[src/sbp_regs.vh]
/*
 * constants for the basic flash parameter table slice (relative bytes 30h..40h).
 * assumes: included by sbp_param_rom.v only; no logic here.
 */
`ifndef SBP_REGS_VH
`define SBP_REGS_VH

// ------------------------------------------------------------
// table window
// ------------------------------------------------------------
`define SBP_ADDR_FIRST 8'h30
`define SBP_ADDR_LAST 8'h40
`define SBP_FILL_BYTE 8'hff

// ------------------------------------------------------------
// first parameter byte fields
// ------------------------------------------------------------
`define SBP_B30_UNUSED 3'b111
`define SBP_B30_STATUS_MODE 2'b00
`define SBP_B30_BIG_BUFFER 1'b1
`define SBP_B30_ERASE_4K 2'b01

// ------------------------------------------------------------
// byte 32h fields
// ------------------------------------------------------------
`define SBP_B32_UNUSED 1'b1
`define SBP_B32_QUAD_OUTPUT_READ 1'b1
`define SBP_B32_QUAD_IO_READ 1'b1
`define SBP_B32_DUAL_IO_READ 1'b1
`define SBP_B32_DTR 1'b0
`define SBP_B32_ADDR_BYTES 2'b00
`define SBP_B32_SINGLE_WIRE_READ 1'b1

// ------------------------------------------------------------
// byte 40h fields
// ------------------------------------------------------------
`define SBP_B40_RESERVED_BITS_HI 3'b111
`define SBP_B40_FOUR_WIRE_COMMAND_MODE 1'b0
`define SBP_B40_RESERVED_BITS_LO 3'b111
`define SBP_B40_DUAL_ALL 1'b0

// ------------------------------------------------------------
// whole byte values and read timing mode/dummy fields
// ------------------------------------------------------------
`define SBP_ERASE_4K_OPCODE 8'h20
`define SBP_UNUSED_31_24 8'hff
`define SBP_DENSITY_B0 8'hff
`define SBP_DENSITY_B1 8'hff
`define SBP_DENSITY_B2 8'hff
`define SBP_DENSITY_B3 8'h00
`define SBP_QUAD_IO_MODE 3'b010
`define SBP_QUAD_IO_DUMMY 5'b00100
`define SBP_QUAD_IO_OPCODE 8'heb
`define SBP_QUAD_OUT_MODE 3'b000
`define SBP_QUAD_OUT_DUMMY 5'b01000
`define SBP_QUAD_OUT_OPCODE 8'h6b
`define SBP_DOR_MODE 3'b000
`define SBP_DOR_DUMMY 5'b01000
`define SBP_DOR_OPCODE 8'h3b
`define SBP_DUAL_IO_MODE 3'b100
`define SBP_DUAL_IO_DUMMY 5'b00000
`define SBP_DUAL_IO_OPCODE 8'hbb

// ------------------------------------------------------------
// access command and register map
// ------------------------------------------------------------
`define SBP_READ_PARAM_OPCODE 8'h5a
`define SBP_REG_ADDR 4'h0
`define SBP_REG_DATA 4'h4
`define SBP_REG_CMD 4'h8
`define SBP_CMD_OK 8'h01
`define SBP_RESP_OKAY 2'b00
`define SBP_RESP_SLVERR 2'b10
`define SBP_RESP_DECERR 2'b11

`endif

[src/sbp_param_rom.v]
/*
 * basic flash parameter table slice (relative bytes 30h..40h) with an
 * auto-incrementing byte reader, reached by an axi4-lite slave.
 * assumes: one clock aclk, synchronous active-low aresetn; the command
 * decoder that recognises the parameter read opcode sits outside and
 * mirrors it through the command register here.
 */
// Function
// - byte 30h reads e5h, top bits ones
// - byte 30h bits 1:0 read 01b
// - byte 30h bit 2 reads one
// - byte 30h bits 4:3 read 00b
// - byte 31h reads 20h erase opcode
// - byte 32h reads f1h, support flags
// - byte 32h dtr and address bits zero
// - byte 33h reads ffh
// - bytes 34h..37h read ff ff ff 00
// - byte 38h reads 44h quad io timing
// - byte 39h reads ebh
// - byte 3ah reads 08h quad output timing
// - byte 3bh reads 6bh
// - byte 3ch reads 08h dual output timing
// - byte 3dh reads 3bh
// - byte 3eh reads 80h dual io timing
// - byte 3fh reads bbh
// - byte 40h reads eeh
// - read opened by opcode 5ah, address zero
`timescale 1ns/1ns
`include "sbp_regs.vh"

module sbp_param_rom #(
    parameter ADDR_W = 8
) (
    input wire aclk,
    input wire aresetn,
    input wire [3:0] s_axi_awaddr,
    input wire s_axi_awvalid,
    output wire s_axi_awready,
    input wire [31:0] s_axi_wdata,
    input wire [3:0] s_axi_wstrb,
    input wire s_axi_wvalid,
    output wire s_axi_wready,
    output reg [1:0] s_axi_bresp,
    output reg s_axi_bvalid,
    input wire s_axi_bready,
    input wire [3:0] s_axi_araddr,
    input wire s_axi_arvalid,
    output wire s_axi_arready,
    output reg [31:0] s_axi_rdata,
    output reg [1:0] s_axi_rresp,
    output reg s_axi_rvalid,
    input wire s_axi_rready
);

// ------------------------------------------------------------
// table contents
// ------------------------------------------------------------
reg [ADDR_W-1:0] rd_addr;
reg [7:0] cmd_opcode;
reg [7:0] rom_byte;

always @* begin
    case (rd_addr)
        `SBP_ADDR_FIRST: rom_byte = {`SBP_B30_UNUSED,
                                      `SBP_B30_STATUS_MODE,
                                      `SBP_B30_BIG_BUFFER,
                                      `SBP_B30_ERASE_4K};
        8'h31: rom_byte = `SBP_ERASE_4K_OPCODE;
        8'h32: rom_byte = {`SBP_B32_UNUSED, `SBP_B32_QUAD_OUTPUT_READ,
                           `SBP_B32_QUAD_IO_READ, `SBP_B32_DUAL_IO_READ,
                           `SBP_B32_DTR, `SBP_B32_ADDR_BYTES,
                           `SBP_B32_SINGLE_WIRE_READ};
        8'h33: rom_byte = `SBP_UNUSED_31_24;
        8'h34: rom_byte = `SBP_DENSITY_B0;
        8'h35: rom_byte = `SBP_DENSITY_B1;
        8'h36: rom_byte = `SBP_DENSITY_B2;
        8'h37: rom_byte = `SBP_DENSITY_B3;
        8'h38: rom_byte = {`SBP_QUAD_IO_MODE, `SBP_QUAD_IO_DUMMY};
        8'h39: rom_byte = `SBP_QUAD_IO_OPCODE;
        8'h3a: rom_byte = {`SBP_QUAD_OUT_MODE, `SBP_QUAD_OUT_DUMMY};
        8'h3b: rom_byte = `SBP_QUAD_OUT_OPCODE;
        8'h3c: rom_byte = {`SBP_DOR_MODE, `SBP_DOR_DUMMY};
        8'h3d: rom_byte = `SBP_DOR_OPCODE;
        8'h3e: rom_byte = {`SBP_DUAL_IO_MODE, `SBP_DUAL_IO_DUMMY};
        8'h3f: rom_byte = `SBP_DUAL_IO_OPCODE;
        `SBP_ADDR_LAST: rom_byte = {`SBP_B40_RESERVED_BITS_HI,
                                    `SBP_B40_FOUR_WIRE_COMMAND_MODE,
                                    `SBP_B40_RESERVED_BITS_LO,
                                    `SBP_B40_DUAL_ALL};
        // bytes outside this slice belong to neighbouring tables
        default: rom_byte = `SBP_FILL_BYTE;
    endcase
end

// ------------------------------------------------------------
// write channel: aw and w taken in either order
// ------------------------------------------------------------
reg aw_held;
reg w_held;
reg [3:0] aw_addr;
reg [31:0] w_data;
reg [3:0] w_strb;

wire aw_fire = s_axi_awvalid & s_axi_awready;
wire w_fire = s_axi_wvalid & s_axi_wready;
wire [3:0] wr_addr = aw_held ? aw_addr : s_axi_awaddr;
wire [31:0] wr_data = w_held ? w_data : s_axi_wdata;
wire [3:0] wr_strb = w_held ? w_strb : s_axi_wstrb;
wire wr_go = (aw_held | aw_fire) & (w_held | w_fire) & ~s_axi_bvalid;

assign s_axi_awready = ~aw_held & ~s_axi_bvalid;
assign s_axi_wready = ~w_held & ~s_axi_bvalid;

wire wr_hit_addr = wr_addr == `SBP_REG_ADDR;
wire wr_hit_cmd = wr_addr == `SBP_REG_CMD;

always @(posedge aclk) begin
    if (!aresetn) begin
        aw_held <= 1'b0;
        w_held <= 1'b0;
        aw_addr <= 4'h0;
        w_data <= 32'h0000_0000;
        w_strb <= 4'h0;
        s_axi_bvalid <= 1'b0;
        s_axi_bresp <= `SBP_RESP_OKAY;
    end else begin
        if (wr_go) begin
            aw_held <= 1'b0;
            w_held <= 1'b0;
            s_axi_bvalid <= 1'b1;
            if (wr_hit_addr || wr_hit_cmd)
                s_axi_bresp <= `SBP_RESP_OKAY;
            else if (wr_addr == `SBP_REG_DATA)
                s_axi_bresp <= `SBP_RESP_SLVERR;
            else
                s_axi_bresp <= `SBP_RESP_DECERR;
        end else begin
            if (aw_fire) begin
                aw_held <= 1'b1;
                aw_addr <= s_axi_awaddr;
            end
            if (w_fire) begin
                w_held <= 1'b1;
                w_data <= s_axi_wdata;
                w_strb <= s_axi_wstrb;
            end
            if (s_axi_bvalid && s_axi_bready)
                s_axi_bvalid <= 1'b0;
        end
    end
end

// ------------------------------------------------------------
// read channel
// ------------------------------------------------------------
assign s_axi_arready = ~s_axi_rvalid;
wire ar_fire = s_axi_arvalid & s_axi_arready;
// the data register only streams once the opcode has been mirrored in
wire read_open = cmd_opcode == `SBP_READ_PARAM_OPCODE;
wire data_pop = ar_fire & (s_axi_araddr == `SBP_REG_DATA) & read_open;

always @(posedge aclk) begin
    if (!aresetn) begin
        s_axi_rvalid <= 1'b0;
        s_axi_rdata <= 32'h0000_0000;
        s_axi_rresp <= `SBP_RESP_OKAY;
    end else if (ar_fire) begin
        s_axi_rvalid <= 1'b1;
        s_axi_rresp <= `SBP_RESP_OKAY;
        case (s_axi_araddr)
            `SBP_REG_ADDR: s_axi_rdata <= {{(32-ADDR_W){1'b0}}, rd_addr};
            `SBP_REG_DATA: s_axi_rdata <= {24'h000000, read_open ? rom_byte : `SBP_FILL_BYTE};
            `SBP_REG_CMD: s_axi_rdata <= {23'h000000, read_open, cmd_opcode};
            default: begin
                s_axi_rdata <= 32'h0000_0000;
                s_axi_rresp <= `SBP_RESP_DECERR;
            end
        endcase
    end else if (s_axi_rready) begin
        s_axi_rvalid <= 1'b0;
    end
end

// ------------------------------------------------------------
// address pointer and command
// ------------------------------------------------------------
// a software write to the pointer in the same cycle as a pop wins,
// since the host is restarting the stream at a new place
always @(posedge aclk) begin
    if (!aresetn) begin
        rd_addr <= {ADDR_W{1'b0}};
        cmd_opcode <= 8'h00;
    end else begin
        if (wr_go && wr_hit_cmd && wr_strb[0])
            cmd_opcode <= wr_data[7:0];
        // a restart by opcode also beats a pop in the same cycle
        if (wr_go && wr_hit_addr && wr_strb[0])
            rd_addr <= wr_data[ADDR_W-1:0];
        else if (wr_go && wr_hit_cmd && wr_strb[0] && wr_data[7:0] == `SBP_READ_PARAM_OPCODE)
            rd_addr <= {ADDR_W{1'b0}};
        else if (data_pop)
            rd_addr <= rd_addr + {{(ADDR_W-1){1'b0}}, 1'b1};
    end
end

endmodule

[config.mk]
export PLATFORM = sky130hd
export DESIGN_NAME = sbp_param_rom
export DESIGN_NICKNAME = d
export VERILOG_FILES = /design/src/sbp_param_rom.v
export VERILOG_INCLUDE_DIRS = /design/src
export SDC_FILE = /design/constraint.sdc
export NUM_CORES = 1
export LEC_CHECK = 0
export BUFFER_PORTS_ARGS = -buffer_cell sky130_fd_sc_hd__buf_2
export CORE_MARGIN = 2
export CORE_UTILIZATION = 40
export DETAILED_ROUTE_END_ITERATION = 10
export GPL_ROUTABILITY_DRIVEN = 0
export PLACE_DENSITY_LB_ADDON = 0.1
export SYNTH_ARGS = -nofsm -noshare
export SYNTH_HDL_FRONTEND = slang
export SYNTH_SLANG_ARGS = --single-unit
[constraint.sdc]
create_clock -name aclk -period 2.5 [get_ports aclk]
set_clock_uncertainty 0.1 [all_clocks]
set_input_delay 0.25 -clock aclk [delete_from_list [all_inputs] [get_ports aclk]]
set_output_delay 0.25 -clock aclk [all_outputs]
set_load 0.03 [all_outputs]
; After elaboration in Yosys (flattened, before gate mapping)
; Index checks and enable logic that the tools add are counted.
[totals]
ff_bits = 69
inputBits = 51
out_inout_bits = 41
elab_cells = 82
[classes]
addsub = 1
eq_ne = 19
mux = 16
bitwise_logic = 17
reduce_logical = 17
[op_table]
columns = operator, count
row1 = == test 8 x 6 -> 1 bit (second input constant), 12
row2 = one-hot mux 8 bit (12 select lines), 1
row3 = 2-to-1 mux 8 bit, 5
row4 = one-hot mux 9 bit (3 select lines), 1
row5 = == test 8 x 7 -> 1 bit (second input constant), 3
row6 = bitwise AND 1 bit, 9
row7 = adder 8 x 1 -> 8 bit (second input constant), 1
row8 = == test 4 x 3 -> 1 bit (second input constant), 2
row9 = == test 4 bit (second input constant), 2
row10 = logical NOT 4 bit, 2
row11 = logical AND 1 bit, 6
row12 = 2-to-1 mux 1 bit, 6
row13 = NOT 1 bit, 6
row14 = 2-to-1 mux 2 bit, 2
row15 = 2-to-1 mux 4 bit, 1
row16 = AND reduction 2 bit, 2
row17 = nonzero test 2 bit, 2
row18 = OR reduction 2 bit, 2
row19 = nonzero test 3 bit, 1
row20 = OR reduction 3 bit, 1
row21 = OR 1 bit, 2
row22 = logical OR 1 bit, 1

; Depth between registers and ports, before layout
[depth]
ltp_word = 11
mapped_depth = 8
depth_no_buf = 8

; Least setup slack after synthesis
; No wires, ideal clock.
[synth_path]
path_type = register to register
start = register rd_addr[1]
end = register s_axi_rdata[1]
setup_time_ns = 0.119
arrival_ns = 1.842
required_time_ns = 2.281
path_slack_ns = 0.439
stages_incl_launch_ff = 9
n_path_buf = 0
period_less_slack_ns = 2.061
path_cell_list = dfxtp_1 > inv_1 > ha_1 > o211ai_1 > nand4_1 > o31a_1 > a221o_1 > a22oi_1 > nor2b_1
[synth_between]
elab_chain_cells = 5
elab_cells_between_ends = 17
classes_between = 13 x eq/ne / 3 x mux / 1 x reduce/logical
[synth_lines]
columns = item, line_no
row1 = "start, declared", sbp_param_rom.v:58  ; reg [ADDR_W-1:0] rd_addr;
row2 = "start signal, assigned", sbp_param_rom.v:191  ; rd_addr <= {ADDR_W{1'b0}};
row3 = "start signal, assigned", sbp_param_rom.v:198  ; rd_addr <= wr_data[ADDR_W-1:0];
row4 = "start signal, assigned", sbp_param_rom.v:200  ; rd_addr <= {ADDR_W{1'b0}};
row5 = == test 8 x 6 -> 1 bit, sbp_param_rom.v:63  ; case (rd_addr)
row6 = OR reduction 2 bit (no source line), -
row7 = one-hot mux 8 bit (12 select lines), sbp_param_rom.v:63
row8 = 2-to-1 mux 8 bit (no source line), -
row9 = one-hot mux 9 bit (3 select lines) (*), sbp_param_rom.v:170  ; case (s_axi_araddr)
row10 = "end signal, assigned", sbp_param_rom.v:171  ; `SBP_REG_ADDR: s_axi_rdata <= {{(32-ADDR_W){1'b0}}, rd_addr};
row11 = "end signal, assigned", sbp_param_rom.v:172  ; `SBP_REG_DATA: s_axi_rdata <= {24'h000000, read_open ? rom_byte : `SBP_FILL_BYTE};
row12 = "end signal, assigned", sbp_param_rom.v:173  ; `SBP_REG_CMD: s_axi_rdata <= {23'h000000, read_open, cmd_opcode};
row13 = "end, declared", sbp_param_rom.v:49  ; output reg [31:0] s_axi_rdata,
; Every way passes the cells marked *; elsewhere a longest branch is shown, timed or not.
; A chain may end at the register's enable or synchronous reset.

; Worst setup path in the final report
; Same ends and word-level chain as after synthesis.

==> results <==
- The per-instance average area after synthesis is 8.814 sq um.
- Summed over all cells, the static leakage comes to 1.477 nW.
- Dividing the detail-routed wire length by the instance count gives 14.74 microns.
- Across all setup checks in the final design, the least slack found is 222.1 ps.
- Fill cells in the final layout number 736.
- The worst hold path belongs to the class input pin to flip-flop.
- The total number of H-tree levels is 2.
- The clock transition at the registers of the reported paths is 80 ps.
- After detailed routing, the number of remaining DRC violations is 0.
- The slowest stage of the critical path belongs to the cell sky130_fd_sc_hd__or3_1.
- The placeable core area is 7214 sq um.
- The overall track demand over capacity in global routing is 0.1797.
- In the synthesized netlist, the number of instances is 338.
- Synthesis inferred 45 register bits.
- The type of destination of the critical path is a flip-flop.
- The number of maximum-capacitance constraint violations is 0.
- The number of buffers on the longest clock path is 2.
- Buffers placed on the I/O ports in this run total 41.
- The global route total overflow is 0.
- The first global-routing pass estimated 12.09 mm of wire.
- The number of clock sinks is 45.
- The async set or reset register ratio after synthesis is 0.
- The critical path arrival is 2410 ps.
- The instance area at placement is 3243 sq um.
- The completed layout was analyzed and its total power is 1.630 mW.
- The number of buffers added for setup after CTS is 0.
- For this run, the number of standard cells in the final layout without fillers is 484.
- The number of nets in the final layout is 441.
- In the post-synthesis netlist, the biggest area contributors are sky130_fd_sc_hd__dfxtp_1 30%, sky130_fd_sc_hd__mux2i_1 6.7%, sky130_fd_sc_hd__buf_4 6.0%.
- Clock tree synthesis inserted a total of 5 buffers.
- The number of distinct library cells after synthesis is 71.
- Summed over all layers, the routed wires come to 7.136 mm.
- Static timing analysis puts the maximum clock frequency at 0.4390 GHz.
- For this run, the register share of the synthesized area comes to 0.3024.
- The top cell types in the final layout, fill and taps aside, are 45 x sky130_fd_sc_hd__dfxtp_1, 41 x sky130_fd_sc_hd__buf_2, 31 x sky130_fd_sc_hd__nand2_1, 23 x sky130_fd_sc_hd__nor2b_1, 23 x sky130_fd_sc_hd__conb_1.
- The number of antenna cells inserted is 0.
- The first routing iteration left 153 violations.
- The first detailed-routing pass took 4 iterations.
- Entering global routing, the biggest net connects 33 pins.
- In this run the remaining antenna-violating nets after routing total 0.
- The area occupied by registers is 900.9 sq um.
- The count of flip-flops with a built-in enable after synthesis is 0.
- At the pin with the least slew margin, the transition time is 623.6 ps.
- Yosys printed 0 warnings.
- The largest driver fanout on the critical path is 5.
- STA classifies the critical path startpoint as a flip-flop.
- The final max-slew violation count is 0.
- After layout, the minimum clock period comes to 2278 ps.
- The tightest hold path in the finished design has a slack of 106.9 ps.
- For this run, the share of the core covered by cells in the final layout is 0.4639.
- The class of the most critical setup path is flip-flop to flip-flop.
- The wire-length estimate of the detail-placed layout is 5.364 mm.
- The root buffer selected by CTS is sky130_fd_sc_hd__clkbuf_8.
- The placement-stage worst setup slack is 284.8 ps.
- The largest area contributor in the synthesized netlist is sky130_fd_sc_hd__dfxtp_1.
- The combined area of the multi-input logic cells is 1863 sq um.
- The die outline width is 90.30 microns.
- With fillers left out, the area of the finished cells amounts to 3347 sq um.
- The share of cells above drive strength 1 is 0.2312.
- TritonCTS built the clock tree.
- The initial utilization of the core area, before any placement, comes to 0.4129.
- The via count of the first global-routing pass is 2385.
- The library cell used most frequently in the layout, excluding fill and tap cells, is sky130_fd_sc_hd__dfxtp_1.
- VDD sags by at most 0.0002597 V.
- Compared with the post-synthesis result, the final layout area differs by 12.35%.
- The overall via count from detail_route is 2562.
- Dividing total power by cell area gives a power density of 487.1 nW/um^2.
- The floorplan step set the die height to 90.30 microns.
- The commonest register cell after synthesis is sky130_fd_sc_hd__dfxtp_1.
- In this design, the stage delay of the slowest critical-path cell is 440 ps.
- STA puts the critical path data required time at 2630 ps.
- The proportion of netlist area held by the largest area contributor is 0.3024.
- The floorplan has 31 rows.
- Setup violations remaining at the end of the flow were counted as 0.
- The top-level port count is 92.
- Measured against its own limit, the worst slew margin works out to 0.5843.
- In the routed layout, each cell is associated on average with a via count of 5.293.
- The post-route clock period utilization is 0.9112.
- The signal on the critical path passes through inv_1 -> ha_1 -> or3_1 -> o211ai_1 -> o31a_1 -> a221o_1 -> a22oi_1 -> nor2b_1.
- The final number of hold-violating endpoints came to 0.
- The run finished with clean final reports.
- The number of placed cells counting well taps is 477.
- The number of gates resized after CTS was 0.
- In the final timing run, aggregate negative setup slack is 0 ps.
- The number of buffers inserted by hold repair at cts is 0.
- Setup repair after global routing left no endpoint under its margin.
- The later pin in the worst-skew pair is clocked with a latency of 290 ps.
- The number of antenna violations at the first check in global routing is 0.
- The die area is 8154 sq um.
- The combined area of all synthesized cells is 2979 sq um.
## sequential cells by signal, indices dropped and copies added (netlist names)
signal,flops
s_axi_bvalid,1
s_axi_rresp,1
rd_addr,8
s_axi_rdata,9
w_held,1
aw_held,1
w_data,8
s_axi_bresp,2
w_strb,1
aw_addr,4
cmd_opcode,8
s_axi_rvalid,1
## synth_stat cells, types with 3 or more instances
cell type,number
sky130_fd_sc_hd__dfxtp_1,45
sky130_fd_sc_hd__nand2_1,31
sky130_fd_sc_hd__buf_4,24
sky130_fd_sc_hd__nor2b_1,23
sky130_fd_sc_hd__mux2i_1,20
sky130_fd_sc_hd__nor2_1,20
sky130_fd_sc_hd__o21ai_0,17
sky130_fd_sc_hd__a21oi_1,10
sky130_fd_sc_hd__buf_2,8
sky130_fd_sc_hd__o211a_1,8
sky130_fd_sc_hd__nor3_1,7
sky130_fd_sc_hd__a31oi_1,6
sky130_fd_sc_hd__inv_1,6
sky130_fd_sc_hd__nand3_1,6
sky130_fd_sc_hd__a221oi_1,5
sky130_fd_sc_hd__clkbuf_1,5
sky130_fd_sc_hd__ha_1,5
sky130_fd_sc_hd__a22o_1,4
sky130_fd_sc_hd__mux2_2,4
sky130_fd_sc_hd__nand2b_1,4
sky130_fd_sc_hd__nand4_1,4
sky130_fd_sc_hd__nor3b_1,4
sky130_fd_sc_hd__o22ai_1,4
sky130_fd_sc_hd__a21boi_0,3
sky130_fd_sc_hd__o21a_1,3
sky130_fd_sc_hd__o31a_1,3
## worst max-delay path, delay by kind of cell, from the launching register on
family	cells	cell delay, ps
adders and majority gates	1	240
DFF	1	380
AOI/OAI and AO/OA	4	860
and+or+nand+nor	2	570
buffers and inverters	1	80
## report_power, final
group / switching, mW / leakage, nW / internal (mW) / total [mW]
combinational: 0.211 / 1.06 / 0.110 / 0.321
sequential: 0.0241 / 0.365 / 0.742 / 0.766
clock: 0.252 / 0.0540 / 0.291 / 0.543
## final timing paths
kind / from / endpoint / slack [ps] / cells past startpoint
setup reg to reg: rd_addr[1] / s_axi_rdata[1] / 220 / 8
setup / recovery: rd_addr[1] / s_axi_rdata[1] / 220 / 8
hold reg to reg: s_axi_rdata[5] / s_axi_rdata[5] / 350 / 2
hold / removal: s_axi_arvalid / s_axi_rvalid / 110 / 2
## per-layer routing
metal,wire [microns],vias up,global-route usage
met1,3692,1205,0.2703
met2,3153,57,0.2713
li1,-,1298,-
met4,36,0,0.04231
met3,253,2,0.02504
met5,0,-,0
## kinds of logic after synthesis
kind of cell / Yosys count / synth area share
buf+inv: 46 / 0.09996
fa+ha+maj: 5 / 0.02100
xor+xnor: 1 / 0.002940
flops: 45 / 0.3024
compound gates: 91 / 0.2381
simple gates: 125 / 0.2520
mux: 24 / 0.08232
other cells: 1 / 0.001259
## layout make-up
cell class / instances / share of cell area
inverters: 6 / 0.006729
flip-flops and latches: 45 / 0.2692
multi-input cells: 269 / 0.5566
well taps: 99 / 0.03701
repair buffers: 58 / 0.09944
clock inverters: 2 / 0.01047
clock buffers: 5 / 0.02056
(Power assumes the default switching activity.)
